--- src/common/nvmcs_pkg.sv ---
package nvmcs_pkg;

  // ----------------------------------------------------------------
  // register byte addresses
  // ----------------------------------------------------------------
  localparam logic [7:0] ADDR_CLKDIV = 8'h00;
  localparam logic [7:0] ADDR_INDEX = 8'h04;
  localparam logic [7:0] ADDR_CONFIG = 8'h08;
  localparam logic [7:0] ADDR_STATE = 8'h0C;
  localparam logic [7:0] ADDR_PPROT = 8'h10;
  localparam logic [7:0] ADDR_DPROT = 8'h14;
  localparam logic [7:0] ADDR_OBJECT = 8'h18;
  localparam logic [7:0] ADDR_TEST1 = 8'h1C;
  localparam logic [7:0] ADDR_TEST2 = 8'h20;
  localparam logic [7:0] ADDR_TEST3 = 8'h24;
  localparam logic [7:0] ADDR_TEST4 = 8'h28;
  localparam logic [7:0] ADDR_OPTION = 8'h2C;
  localparam logic [7:0] ADDR_TEST5 = 8'h30;
  localparam logic [7:0] ADDR_TEST6 = 8'h34;
  localparam logic [7:0] ADDR_TEST7 = 8'h38;
  localparam logic [7:0] ADDR_VERSION = 8'h3C;
  localparam logic [7:0] ADDR_INFO = 8'h40;

  // ----------------------------------------------------------------
  // field positions
  // ----------------------------------------------------------------
  localparam int DIVLD_BIT = 7;
  localparam int DONE_BIT = 7;
  localparam int BADSEQ_BIT = 5;
  localparam int PVIOL_BIT = 4;
  localparam int POPEN_BIT = 7;
  localparam int HDIS_BIT = 5;
  localparam int LDIS_BIT = 2;
  localparam int DOPEN_BIT = 7;
  localparam int OBJ_WORDS = 6;

  // ----------------------------------------------------------------
  // reset and fixed values
  // ----------------------------------------------------------------
  localparam logic [7:0] OPTION_FAULT = 8'hFF;
  localparam logic [7:0] PROT_RESET = 8'hFF;
  localparam logic [7:0] DPROT_RESET = 8'h8F;
  localparam logic [15:0] VERSION_WORD = 16'h0001;
  localparam logic [15:0] INFO_WORD = 16'h00A5;
  localparam logic [2:0] IDX_LAST = 3'h5;
  localparam logic [2:0] IDX_CMD = 3'h0;
  localparam logic [5:0] DIV_RESET = 6'h00;

  // ----------------------------------------------------------------
  // command codes
  // ----------------------------------------------------------------
  localparam logic [7:0] CMD_EV_ALL = 8'h01;
  localparam logic [7:0] CMD_EV_BLOCK = 8'h02;
  localparam logic [7:0] CMD_EV_PSECT = 8'h03;
  localparam logic [7:0] CMD_READ_ONCE = 8'h04;
  localparam logic [7:0] CMD_PROG_P = 8'h06;
  localparam logic [7:0] CMD_PROG_ONCE = 8'h07;
  localparam logic [7:0] CMD_ERASE_ALL = 8'h08;
  localparam logic [7:0] CMD_ERASE_BLK = 8'h09;
  localparam logic [7:0] CMD_ERASE_PSEC = 8'h0A;
  localparam logic [7:0] CMD_UNSECURE = 8'h0B;
  localparam logic [7:0] CMD_BACKDOOR = 8'h0C;
  localparam logic [7:0] CMD_USER_MARGIN = 8'h0D;
  localparam logic [7:0] CMD_FIELD_MARGIN = 8'h0E;
  localparam logic [7:0] CMD_EV_DSECT = 8'h10;
  localparam logic [7:0] CMD_PROG_D = 8'h11;
  localparam logic [7:0] CMD_ERASE_DSEC = 8'h12;

  localparam logic [3:0] EXEC_CYCLES = 4'hF;

  typedef enum logic [1:0] {
    NVMCS_LOAD = 2'b00,
    NVMCS_IDLE = 2'b01,
    NVMCS_BUSY = 2'b10
  } nvmcs_state_t;

  // command handed to the array engine
  typedef struct packed {
    logic [7:0] code;
    logic [17:0] addr;
    logic [15:0] data0;
  } nvmcs_cmd_t;

endpackage

--- src/verilog/nvmcs_top.sv ---
`timescale 1ns/1ps
// Summary of operation
// - word zero: code high byte, address 17:16 low; then address, data 0..3
// - seven factory test registers read zero and ignore writes
// - option register reads all eight bits, writes are ignored
// - option register loaded from the configuration byte during reset load
// - double-bit fault on that load sets option register to all ones
// - mode input governs divider and protection register writes
// - version word holds 4-bit number; zero and all ones mean none
// - information row readable only while resource select is active
// - a divider write while completion flag is one sets the divider-loaded flag, zero until then
// - program or erase without divider: not run, bad sequence set
// - while completion flag is zero, object writes and launches ignored
// - writing one to completion flag launches and passes code, address and data 0 on
// - completion flag stays zero until done, results land in object
// - verify-all, block verify always valid; others except erase-all, unsecure blocked in secured special mode
// - erase-all, unsecure special only; key normal only; field margin
// - erase-all needs all three program-array bits and data open bit
// - block erase needs the protection bits of the chosen array
// - program array writes one phrase, data array up to four words
// - one-time field written by program-once, read back by read-once
// - unsecure erases both arrays then verifies them
// - sector erase one sector; section verify counts units from start
// - unknown command code sets bad sequence and is not processed
// - object indices six and seven ignore writes and read zero
module nvmcs_top
  import nvmcs_pkg::*;
#(
  parameter int EXEC_CNT_W = 4
)
(
  // clock and reset
  input wire logic clk_i,
  input wire logic rstn_i,
  // apb slave
  input wire logic psel_i,
  input wire logic penable_i,
  input wire logic pwrite_i,
  input wire logic [7:0] paddr_i,
  input wire logic [31:0] pwdata_i,
  output logic [31:0] prdata_o,
  output logic pready_o,
  output logic pslverr_o,
  // chip state and reset load
  input wire logic normal_chip_mode_i,
  input wire logic secured_i,
  input wire logic resource_select_i,
  input wire logic load_valid_i,
  input wire logic [7:0] option_bits_i,
  input wire logic load_dbl_fault_i,
  // array engine
  output nvmcs_cmd_t cmd_o,
  output logic cmd_start_o,
  input wire logic cmd_done_i,
  input wire logic [15:0] result_i,
  input wire logic result_we_i,
  input wire logic [2:0] result_idx_i,
  input wire logic prot_fault_i
);

  // ----------------------------------------------------------------
  // state
  // ----------------------------------------------------------------
  nvmcs_state_t state;
  logic [15:0] obj [OBJ_WORDS];
  logic [2:0] obj_idx;
  logic [5:0] divider_value;
  logic divider_loaded_flag;
  logic [7:0] config_reg;
  logic [7:0] pprot;
  logic [7:0] dprot;
  logic [7:0] option_bits;
  logic bad_sequence_flag;
  logic protection_violation_flag;
  logic completion_flag;

  // ----------------------------------------------------------------
  // bus decode
  // ----------------------------------------------------------------
  wire acc = psel_i & penable_i;
  wire wr = acc & pwrite_i;
  wire hit_div = paddr_i == ADDR_CLKDIV;
  wire hit_idx = paddr_i == ADDR_INDEX;
  wire hit_cfg = paddr_i == ADDR_CONFIG;
  wire hit_st = paddr_i == ADDR_STATE;
  wire hit_pp = paddr_i == ADDR_PPROT;
  wire hit_dp = paddr_i == ADDR_DPROT;
  wire hit_obj = paddr_i == ADDR_OBJECT;
  wire hit_opt = paddr_i == ADDR_OPTION;
  wire hit_ver = paddr_i == ADDR_VERSION;
  wire hit_inf = paddr_i == ADDR_INFO;
  wire hit_tst = (paddr_i == ADDR_TEST1) | (paddr_i == ADDR_TEST2) |
                 (paddr_i == ADDR_TEST3) | (paddr_i == ADDR_TEST4) |
                 (paddr_i == ADDR_TEST5) | (paddr_i == ADDR_TEST6) |
                 (paddr_i == ADDR_TEST7);
  wire mapped = hit_div | hit_idx | hit_cfg | hit_st | hit_pp | hit_dp |
                hit_obj | hit_opt | hit_ver | hit_inf | hit_tst;
  wire obj_impl = obj_idx <= IDX_LAST;
  // divider is write-once in normal mode, free in special mode
  wire div_ok = !normal_chip_mode_i | !divider_loaded_flag;
  wire idle = state == NVMCS_IDLE;
  wire launch = wr & hit_st & pwdata_i[DONE_BIT] & completion_flag
                & idle;

  // ----------------------------------------------------------------
  // command check
  // ----------------------------------------------------------------
  wire [7:0] code = obj[IDX_CMD][15:8];
  wire sec_special = secured_i & !normal_chip_mode_i;
  wire p_all_open = pprot[POPEN_BIT] & pprot[HDIS_BIT] & pprot[LDIS_BIT];
  wire d_open = dprot[DOPEN_BIT];
  logic known;
  logic mode_ok;
  logic writes;
  logic prot_ok;
  always_comb
  begin
    known = 1'b1;
    mode_ok = !sec_special;
    writes = 1'b1;
    prot_ok = 1'b1;
    case (code)
      CMD_EV_ALL, CMD_EV_BLOCK:
      begin
        mode_ok = 1'b1;
        writes = 1'b0;
      end
      CMD_EV_PSECT, CMD_EV_DSECT, CMD_READ_ONCE, CMD_USER_MARGIN:
        writes = 1'b0;
      CMD_PROG_P, CMD_PROG_D, CMD_PROG_ONCE, CMD_ERASE_PSEC,
      CMD_ERASE_DSEC: ;
      CMD_ERASE_BLK:
        // selection bit 1 set picks the program array
        prot_ok = obj[IDX_CMD][1] ? p_all_open : d_open;
      CMD_ERASE_ALL:
      begin
        mode_ok = !normal_chip_mode_i;
        prot_ok = p_all_open & d_open;
      end
      CMD_UNSECURE:
        mode_ok = !normal_chip_mode_i;
      CMD_BACKDOOR:
      begin
        mode_ok = normal_chip_mode_i;
        writes = 1'b0;
      end
      CMD_FIELD_MARGIN:
      begin
        mode_ok = !normal_chip_mode_i & !secured_i;
        writes = 1'b0;
      end
      default:
      begin
        known = 1'b0;
        writes = 1'b0;
      end
    endcase
  end
  wire reject = !known | !mode_ok
                | (writes & !divider_loaded_flag);
  wire prot_bad = !reject & !prot_ok;
  wire go = launch & !reject & prot_ok;

  // ----------------------------------------------------------------
  // read mux
  // ----------------------------------------------------------------
  wire [31:0] rd_obj = obj_impl ? {16'h0000, obj[obj_idx]}
                                : 32'h0000_0000;
  wire [7:0] rd_state = {completion_flag, 1'b0, bad_sequence_flag,
                         protection_violation_flag, 4'h0};
  // holes, test words and an unselected row all fall through to zero
  wire [31:0] next_prdata =
    hit_div ? {24'h000000, divider_loaded_flag, 1'b0, divider_value} :
    hit_idx ? {29'h0000_0000, obj_idx} :
    hit_cfg ? {24'h000000, config_reg} :
    hit_st ? {24'h000000, rd_state} :
    hit_pp ? {24'h000000, pprot} :
    hit_dp ? {24'h000000, dprot} :
    hit_obj ? rd_obj :
    hit_opt ? {24'h000000, option_bits} :
    hit_ver ? {16'h0000, VERSION_WORD} :
    (hit_inf & resource_select_i) ? {16'h0000, INFO_WORD} :
    32'h0000_0000;

  // ----------------------------------------------------------------
  // apb answer: one wait state, pready on the second access cycle
  // ----------------------------------------------------------------
  logic ready_q;
  // the extra cycle lets the decode settle before data is registered
  wire next_ready = acc & !ready_q & !pready_o;
  always_ff @(posedge clk_i or negedge rstn_i)
  begin
    if (!rstn_i)
    begin
      ready_q <= 1'b0;
      pready_o <= 1'b0;
      pslverr_o <= 1'b0;
      prdata_o <= 32'h0000_0000;
    end
    else
    begin
      ready_q <= next_ready;
      pready_o <= next_ready;
      pslverr_o <= next_ready & !mapped;
      prdata_o <= next_prdata;
    end
  end
  wire wr_now = wr & ready_q;

  // ----------------------------------------------------------------
  // write strobes
  // ----------------------------------------------------------------
  wire in_busy = state == NVMCS_BUSY;
  wire wr_state = wr_now & hit_st;
  // launch outcomes, one per accepted write of the start bit
  wire launch_go = wr_now & launch & go;
  wire launch_bad = wr_now & launch & reject;
  wire launch_prot = wr_now & launch & prot_bad;
  // hardware set beats a software clear landing on the same edge
  wire clr_badseq = wr_state & pwdata_i[BADSEQ_BIT];
  wire clr_pviol = wr_state & pwdata_i[PVIOL_BIT];
  wire busy_pviol = in_busy & prot_fault_i;
  // divider frozen while a command runs: timebase must not shift
  wire div_we = wr_now & hit_div & div_ok & completion_flag;
  wire idx_we = wr_now & hit_idx;
  wire cfg_we = wr_now & hit_cfg;
  wire pp_we = wr_now & hit_pp;
  wire dp_we = wr_now & hit_dp;
  // object frozen from launch to done, so the engine sees one command
  wire obj_we = wr_now & hit_obj & obj_impl & completion_flag & idle;
  wire res_we = in_busy & result_we_i & (result_idx_i <= IDX_LAST);
  // normal mode: protection may only be added, bits only clear
  wire [7:0] next_pprot = normal_chip_mode_i ? (pprot & pwdata_i[7:0])
                                             : pwdata_i[7:0];
  wire [7:0] next_dprot = normal_chip_mode_i ? (dprot & pwdata_i[7:0])
                                             : pwdata_i[7:0];
  // a double-bit fault leaves every option bit set
  wire [7:0] next_option = load_dbl_fault_i ? OPTION_FAULT
                                            : option_bits_i;

  // ----------------------------------------------------------------
  // sequencer
  // ----------------------------------------------------------------
  logic [EXEC_CNT_W-1:0] exec_cnt;
  always_ff @(posedge clk_i or negedge rstn_i)
  begin
    if (!rstn_i)
    begin
      state <= NVMCS_LOAD;
      completion_flag <= 1'b0;
      option_bits <= OPTION_FAULT;
      cmd_start_o <= 1'b0;
      cmd_o <= '0;
      exec_cnt <= '0;
    end
    else
    begin
      cmd_start_o <= 1'b0;
      case (state)
        // nothing launches until the option byte has landed
        NVMCS_LOAD:
          if (load_valid_i)
          begin
            option_bits <= next_option;
            completion_flag <= 1'b1;
            state <= NVMCS_IDLE;
          end
        NVMCS_IDLE:
          if (launch_go)
          begin
            completion_flag <= 1'b0;
            cmd_o <= '{code: code, addr: {obj[IDX_CMD][1:0], obj[1]},
                       data0: obj[2]};
            cmd_start_o <= 1'b1;
            exec_cnt <= EXEC_CNT_W'(EXEC_CYCLES);
            state <= NVMCS_BUSY;
          end
        NVMCS_BUSY:
        begin
          // engine done alone ends the wait; the counter only counts down to zero
          if (exec_cnt != '0)
            exec_cnt <= exec_cnt - 1'b1;
          if (cmd_done_i)
          begin
            completion_flag <= 1'b1;
            state <= NVMCS_IDLE;
          end
        end
        default:
          state <= NVMCS_IDLE;
      endcase
    end
  end

  // ----------------------------------------------------------------
  // error flags: hardware set wins over clear
  // ----------------------------------------------------------------
  always_ff @(posedge clk_i or negedge rstn_i)
  begin
    if (!rstn_i)
    begin
      bad_sequence_flag <= 1'b0;
      protection_violation_flag <= 1'b0;
    end
    else
    begin
      if (launch_bad)
        bad_sequence_flag <= 1'b1;
      else if (clr_badseq)
        bad_sequence_flag <= 1'b0;
      if (launch_prot | busy_pviol)
        protection_violation_flag <= 1'b1;
      else if (clr_pviol)
        protection_violation_flag <= 1'b0;
    end
  end

  // ----------------------------------------------------------------
  // software registers
  // ----------------------------------------------------------------
  always_ff @(posedge clk_i or negedge rstn_i)
  begin
    if (!rstn_i)
    begin
      divider_value <= DIV_RESET;
      divider_loaded_flag <= 1'b0;
      obj_idx <= IDX_CMD;
      config_reg <= 8'h00;
      pprot <= PROT_RESET;
      dprot <= DPROT_RESET;
    end
    else
    begin
      if (div_we)
      begin
        divider_value <= pwdata_i[5:0];
        divider_loaded_flag <= 1'b1;
      end
      // the index may move while busy; the object words and the divider are frozen
      if (idx_we)
        obj_idx <= pwdata_i[2:0];
      if (cfg_we)
        config_reg <= pwdata_i[7:0];
      if (pp_we)
        pprot <= next_pprot;
      if (dp_we)
        dprot <= next_dprot;
    end
  end

  // ----------------------------------------------------------------
  // command object
  // ----------------------------------------------------------------
  always_ff @(posedge clk_i or negedge rstn_i)
  begin
    if (!rstn_i)
    begin
      for (int i = 0; i < OBJ_WORDS; i++)
        obj[i] <= 16'h0000;
    end
    else
    begin
      if (obj_we)
        obj[obj_idx] <= pwdata_i[15:0];
      if (res_we)
        obj[result_idx_i] <= result_i;
    end
  end

endmodule

--- config.mk ---
export PLATFORM = sky130hd
export DESIGN_NAME = nvmcs_top
export DESIGN_NICKNAME = d
export VERILOG_FILES = /design/src/common/nvmcs_pkg.sv /design/src/verilog/nvmcs_top.sv
export SDC_FILE = /design/constraint.sdc
export NUM_CORES = 1
export LEC_CHECK = 0
export BUFFER_PORTS_ARGS = -buffer_cell sky130_fd_sc_hd__buf_2
export CORE_MARGIN = 2
export CORE_UTILIZATION = 40
export CTS_BUF_LIST = sky130_fd_sc_hd__clkbuf_4 sky130_fd_sc_hd__clkbuf_8
export DETAILED_ROUTE_END_ITERATION = 12
export PLACE_DENSITY = 0.66
export SKIP_CTS_REPAIR_TIMING = 1
export SYNTH_ARGS = -nofsm -noshare
export SYNTH_HDL_FRONTEND = slang
export SYNTH_SLANG_ARGS = --single-unit
--- constraint.sdc ---
create_clock -name clk_i -period 2.35 [get_ports clk_i]
set_clock_uncertainty 0.1 [all_clocks]
set_input_delay 0.47 -clock clk_i [delete_from_list [all_inputs] [get_ports clk_i]]
set_output_delay 0.47 -clock clk_i [all_outputs]
set_load 0.02 [all_outputs]
# After elaboration in Yosys (flattened, before gate mapping)
# Index checks and enable logic that the tools add are counted.
# classes
n_addsub	0
n_mul	0
div_mod_pow	0
n_lt_le_gt_ge	6
n_eq_ne	37
shifts	0
n_mux	44
bitwise	65
n_reduce_logical	25
# op_table
cell	n
96-bit bitwise mux	2
16-bit two-way mux	12
96-bit two-way mux	2
16-bit demux with 3-bit select	2
8-bit by 4-bit == test with 1-bit output, second input constant	9
8-bit by 6-bit == test with 1-bit output, second input constant	8
8-bit by 5-bit == test with 1-bit output, second input constant	7
16-bit binary-select mux with 3-bit select	1
8-bit two-way mux	6
1-bit AND	41
8-bit by 3-bit == test with 1-bit output, second input constant	4
1-bit bitwise OR	20
8-bit AND	2
8-bit by 2-bit == test with 1-bit output, second input constant	2
16-bit OR reduction	1
1-bit two-way mux	12
1-bit zero test	10
8-bit by 1-bit == test with 1-bit output, second input constant	1
8-bit by 7-bit == test with 1-bit output, second input constant	1
4-bit greater-or-equal comparator, second input constant	2
8-bit zero test	1
4-bit by 1-bit < comparator with 1-bit output, second input constant	2
3-bit inverter with 4-bit output	2
8-bit OR reduction	1
other kinds (18)	26
# word_totals
regBits	204
latch_bits	0
mem_bits_rw	0
mem_bits_ro	0
inputBits	80
output_inout_bits	77
word_cells	201
mem_count	0

# Logic depth before layout (Yosys ltp)
# depth
word_depth	13
depth_mapped	9
ltp_nobuf	6

# Least setup slack after synthesis
# OpenSTA, ideal clock, no wires.
# synth_timing
path_kind	input port to flip-flop
from	in paddr_i[1]
to	reg cmd_o[35] (netlist name)
setup_ns	0.125
arrival_ns	2.453
required_ns	2.125
path_slack_ns	-0.328
path_stages	7
path_buffers	2
cell_sequence	or4_1 > clkbuf_1 > or3_4 > nor3_4 > nand4_4 > buf_4 > mux2_4
# synth_via
elab_chain_cells	9
word_cells_on_any_way	10
cone_classes	1 x eq/ne; 8 x bitwise; 1 x reduce/logical
# synth_rtl
element	line_no	text
from (decl)	nvmcs_top.sv:39	input wire logic [7:0] paddr_i,
8-bit by 4-bit == test with 1-bit output *	nvmcs_top.sv:85	wire hit_st = paddr_i == ADDR_STATE;
1-bit AND * (3 in series)	nvmcs_top.sv:102	wire launch = wr & hit_st & pwdata_i[DONE_BIT] & completion_flag
1-bit AND *	nvmcs_top.sv:103	& idle;
1-bit AND (2 in series)	nvmcs_top.sv:162	wire go = launch & !reject & prot_ok;
1-bit AND *	nvmcs_top.sv:216	wire launch_go = wr_now & launch & go;
2-bit AND reduction (no source line) *	-	
to (signal assigned)	nvmcs_top.sv:272	cmd_o <= '{code: code, addr: {obj[IDX_CMD][1:0], obj[1]},
to (decl)	nvmcs_top.sv:52	output nvmcs_cmd_t cmd_o,
# Every way passes the cells marked *; elsewhere a longest branch is shown, timed or not.
# A chain may end at the register's enable or synchronous reset.

# Final worst setup path
# layout_timing
from	reg obj_idx[0]
to	reg prdata_o[10]
# layout_via
elab_chain_cells	12
word_cells_on_any_way	13
cone_classes	1 x order compare; 11 x mux; 1 x bitwise
# layout_rtl
element	line_no	text
from (decl)	nvmcs_top.sv:66	logic [2:0] obj_idx;
from (signal assigned)	nvmcs_top.sv:341	obj_idx <= pwdata_i[2:0];
3-bit inverter with 4-bit output (not written as such)	nvmcs_top.sv:167	wire [31:0] rd_obj = obj_impl ? {16'h0000, obj[obj_idx]}
16-bit binary-select mux with 3-bit select	nvmcs_top.sv:167	
16-bit two-way mux (not written as such) (2 in series)	nvmcs_top.sv:167	
16-bit two-way mux *	nvmcs_top.sv:167	
16-bit two-way mux *	nvmcs_top.sv:179	hit_obj ? rd_obj :
16-bit two-way mux *	nvmcs_top.sv:178	hit_dp ? {24'h000000, dprot} :
16-bit two-way mux *	nvmcs_top.sv:177	hit_pp ? {24'h000000, pprot} :
16-bit two-way mux *	nvmcs_top.sv:176	hit_st ? {24'h000000, rd_state} :
16-bit two-way mux *	nvmcs_top.sv:175	hit_cfg ? {24'h000000, config_reg} :
16-bit two-way mux *	nvmcs_top.sv:174	hit_idx ? {29'h0000_0000, obj_idx} :
16-bit two-way mux *	nvmcs_top.sv:173	hit_div ? {24'h000000, divider_loaded_flag, 1'b0, divider_value} :
via next_prdata[10]	nvmcs_top.sv:172	wire [31:0] next_prdata =
to (signal assigned)	nvmcs_top.sv:205	prdata_o <= next_prdata;
to (decl)	nvmcs_top.sv:41	output logic [31:0] prdata_o,
# Mark *: on every way through the listed nets, which the timed path passes. The rest lies on a longest branch. The select of a mux whose other input is x is not followed.

==> results.toml <==
[cts]
insertion_delay_ns = 0.55
path_clk_slew_ns = 0.06
cts_sinks = 204
cts_tree = "done"
clk_path_buf_depth = 3
htreeDepth = 2
cts-buffers-inserted = 38
cts_root_buf = "clkbuf_8"

[synthesis]
yosysWarningCount = 0
synth_seq_area_share_pct = 49.77
ys_async_sr_fraction_pct = 100.0
yosysMostFrequentCell = "dfrtp_1"
synthFlopType = "dfrtp_1"
synthCells = 947
yosys-top-cells-count = "183 x dfrtp_1, 150 x nor2_1, 135 x a21oi_1"
syn_area_um2 = 10310
synth_top_area_share_pct = 44.42
synth_seq_cells = 204
synth.area.top_cells = "dfrtp_1 44%, mux2i_1 12%, a21oi_1 6.6%, nor2_1 5.5%, dfstp_2 5.4%"
synth_top_cell_by_area = "dfrtp_1"
synth_edf_count = 0
syn_avg_cell_area_um2 = 10.89
ys_types = 67

[worst_setup_path]
rr_endpoint = "prdata_o[10]"
path_cells = "buf_4, buf_4, nand2_1, o22ai_1, a2111oi_0, buf_4"
endpoint_kind = "flip-flop"
cp.required_ns = 2.73
criticalPathCategory = "reg -> reg"
reg2reg_depth = 6
critical-path-max-stage-delay_ns = 0.60
cpMostUsedCell = "buf_4"
crit_path_start_kind = "flip-flop"
reg2reg_slack_ns = 0.07
critical_path.max_fanout = 17
slowest_stage = "dfrtp_4"
arrival_ns = 2.66
r2r-start = "obj_idx[0]"

[floorplanning]
fp.dieArea_um2 = 27080
start_util_pct = 40.82
rows = 58
die_w_um = 164.5
core-area_um2 = 25250
io_pins = 157
die_h_um = 164.5

[timing]
timing.hold.ws_ns = 0.08176
finalHoldViolations = 0
slew_headroom_pct = 62.32
worst_pin_slew_ns = 0.5581
final.setup.worst_slack_ns = 0.07306
timing.final.crit_period_ns = 2.277
setup_viol = 0
slew_viol_final = 0
max_freq_mhz = 439.2
rsz0062_at_grt = "false"
fin_crit_sh_pct = 96.89

[power_and_ir_drop]
power.total_w = 0.007481
p_clk_share_pct = 45.3
seqPwrFrac_pct = 48.5
ir_drop_uv = 370.7
leakagePower_nw = 5.965
p_comb_share_pct = 6.2
p_sw_w = 0.001814
swShare_pct = 24.25
powerDensity_nw_per_um2 = 587.3
p_int_w = 0.005666

[place]
dp_hpwl_mm = 20.15
pre_cts_ws_ns = -0.3239
numPortBuffers = 124
place.gp.congestion = 0.9125

[job]
cap_viol_max_count = 0

[grt]
grt_use_met1_pct = 31.18
grt_pass1_wl_mm = 44.85
grt_usage_pct = 21.44
met2_usage_pct = 32.35
grt.met3_usage_pct = 3.641
grt_pass1_vias = 7958
antenna_found_initial = 1
grt_overflow_total = 0
grt_max_degree = 60
grt_most_used_layer = "met2"

[route]
drc = 0
vias = 8092
drtAntennaViolNets = 0
wirelength_mm = 28.62
wl_per_cell_um = 19.12
vias_per_cell = 5.405
dr.pass1.iters = 5
drt_iter0_markers = 669

[final_layout]
postLayoutCoreUtil_pct = 50.44
top_regs = "obj x88, cmd_o x42, prdata_o x16"
layout-drive-gt1-share_pct = 34.65
layout.nets = 1224
largest_reg_flops = 88
regMostFlops = "obj"
layout-area-overhead-vs-synth_pct = 23.56
nFillCells = 2294

[worst_hold_path]
whs_path_depth = 2
hold_class = "in -> reg"
holdCritStartpoint = "cmd_done_i"
holdPathEnd = "state[1]"

[outcome]
outcome = "finished clean"
==> worst max-delay path by stage <==
stage,startpoint,end,slack (ns)
6_report,obj_idx[0],prdata_o[10],0.07
5_1_grt,code[2],cmd_o[6],0.007
4_1_cts,code[1],cmd_o[7],-0.05
3_5_place_dp,paddr_i[1],obj[48],-0.32
3_3_place_gp,paddr_i[1],prdata_o[8],-0.33
2_1_floorplan,paddr_i[1],cmd_o[10],-0.28
==> cell type report <==
cell class	instances	area (um2)	share of cell area [%]
multi-input combinational	665	4850	38.07
sequential	204	5137	40.33
clock inverter	5	32.53	0.2554
inverter	10	37.54	0.2947
tap	330	412.9	3.241
timing repair buffer	225	1556	12.22
clock buffer	57	709.4	5.569
antenna	1	2.502	0.01964
==> cell families after synthesis <==
| kind of cell | after synthesis | share of synthesized area (%) |
|---|---|---|
| multiplexers | 193 | 21.97 |
| flip-flops | 204 | 49.77 |
| AND/OR/NAND/NOR | 240 | 11.19 |
| AO/OA/AOI/OAI | 214 | 12.39 |
| XOR/XNOR | 2 | 0.1699 |
| buffers and inverters | 93 | 4.478 |
| other | 1 | 0.03637 |
==> placed cells by master, fill, tap and decap left out, drive strengths merged, types with 7 or more instances in the layout <==
| cell | count |
|---|---|
| mux4 | 10 |
| conb | 16 |
| clkbuf | 58 |
| dfrtp | 183 |
| o21ai | 14 |
| mux2 | 64 |
| nor2 | 152 |
| nor4 | 9 |
| o22ai | 12 |
| inv | 11 |
| nand2 | 22 |
| mux2i | 119 |
| o22a | 17 |
| nand4 | 7 |
| nand3 | 9 |
| a21oi | 135 |
| buf | 223 |
| nor3 | 10 |
| dfstp | 21 |
==> power groups by stage <==
stage	Sequential (W)	Clock, W	Combinational [W]
finish	0.00363	0.00339	0.000464
global route	0.00363	0.00364	0.000514
CTS	0.00363	0.00347	0.000460
detailed placement	0.00368	0	0.000459
global placement	0.00368	0	0.000452
floorplan	0.00367	0	0.000218
==> through the flow <==
stage / cell area (um2) / TNS [ns] / instances
after global routing: 12740 / 0 / 1497
after global placement: 11940 / -25.69 / 1430
final: 12740 / 0 / 1497
after floorplan: 10480 / -15.85 / 962
after CTS: 12680 / -0.6487 / 1492
after detailed placement: 11940 / -28.79 / 1430
==> worst max-delay path: cells and delay by family (launching register included) <==
kind / cells / cell delay, ns
buf+inv: 3 / 0.64
compound gates: 2 / 0.61
flops: 1 / 0.60
simple gates: 1 / 0.25
==> metal layers <==
layer / vias up / share of wire [%] / routed length (um)
met5: - / 0 / 0
met4: 0 / 3.0 / 847
met3: 58 / 6.8 / 1934
met2: 306 / 44 / 12610
met1: 3953 / 46 / 13230
li1: 3775 / - / -
No activity file was read; power rests on OpenSTA's default activity.
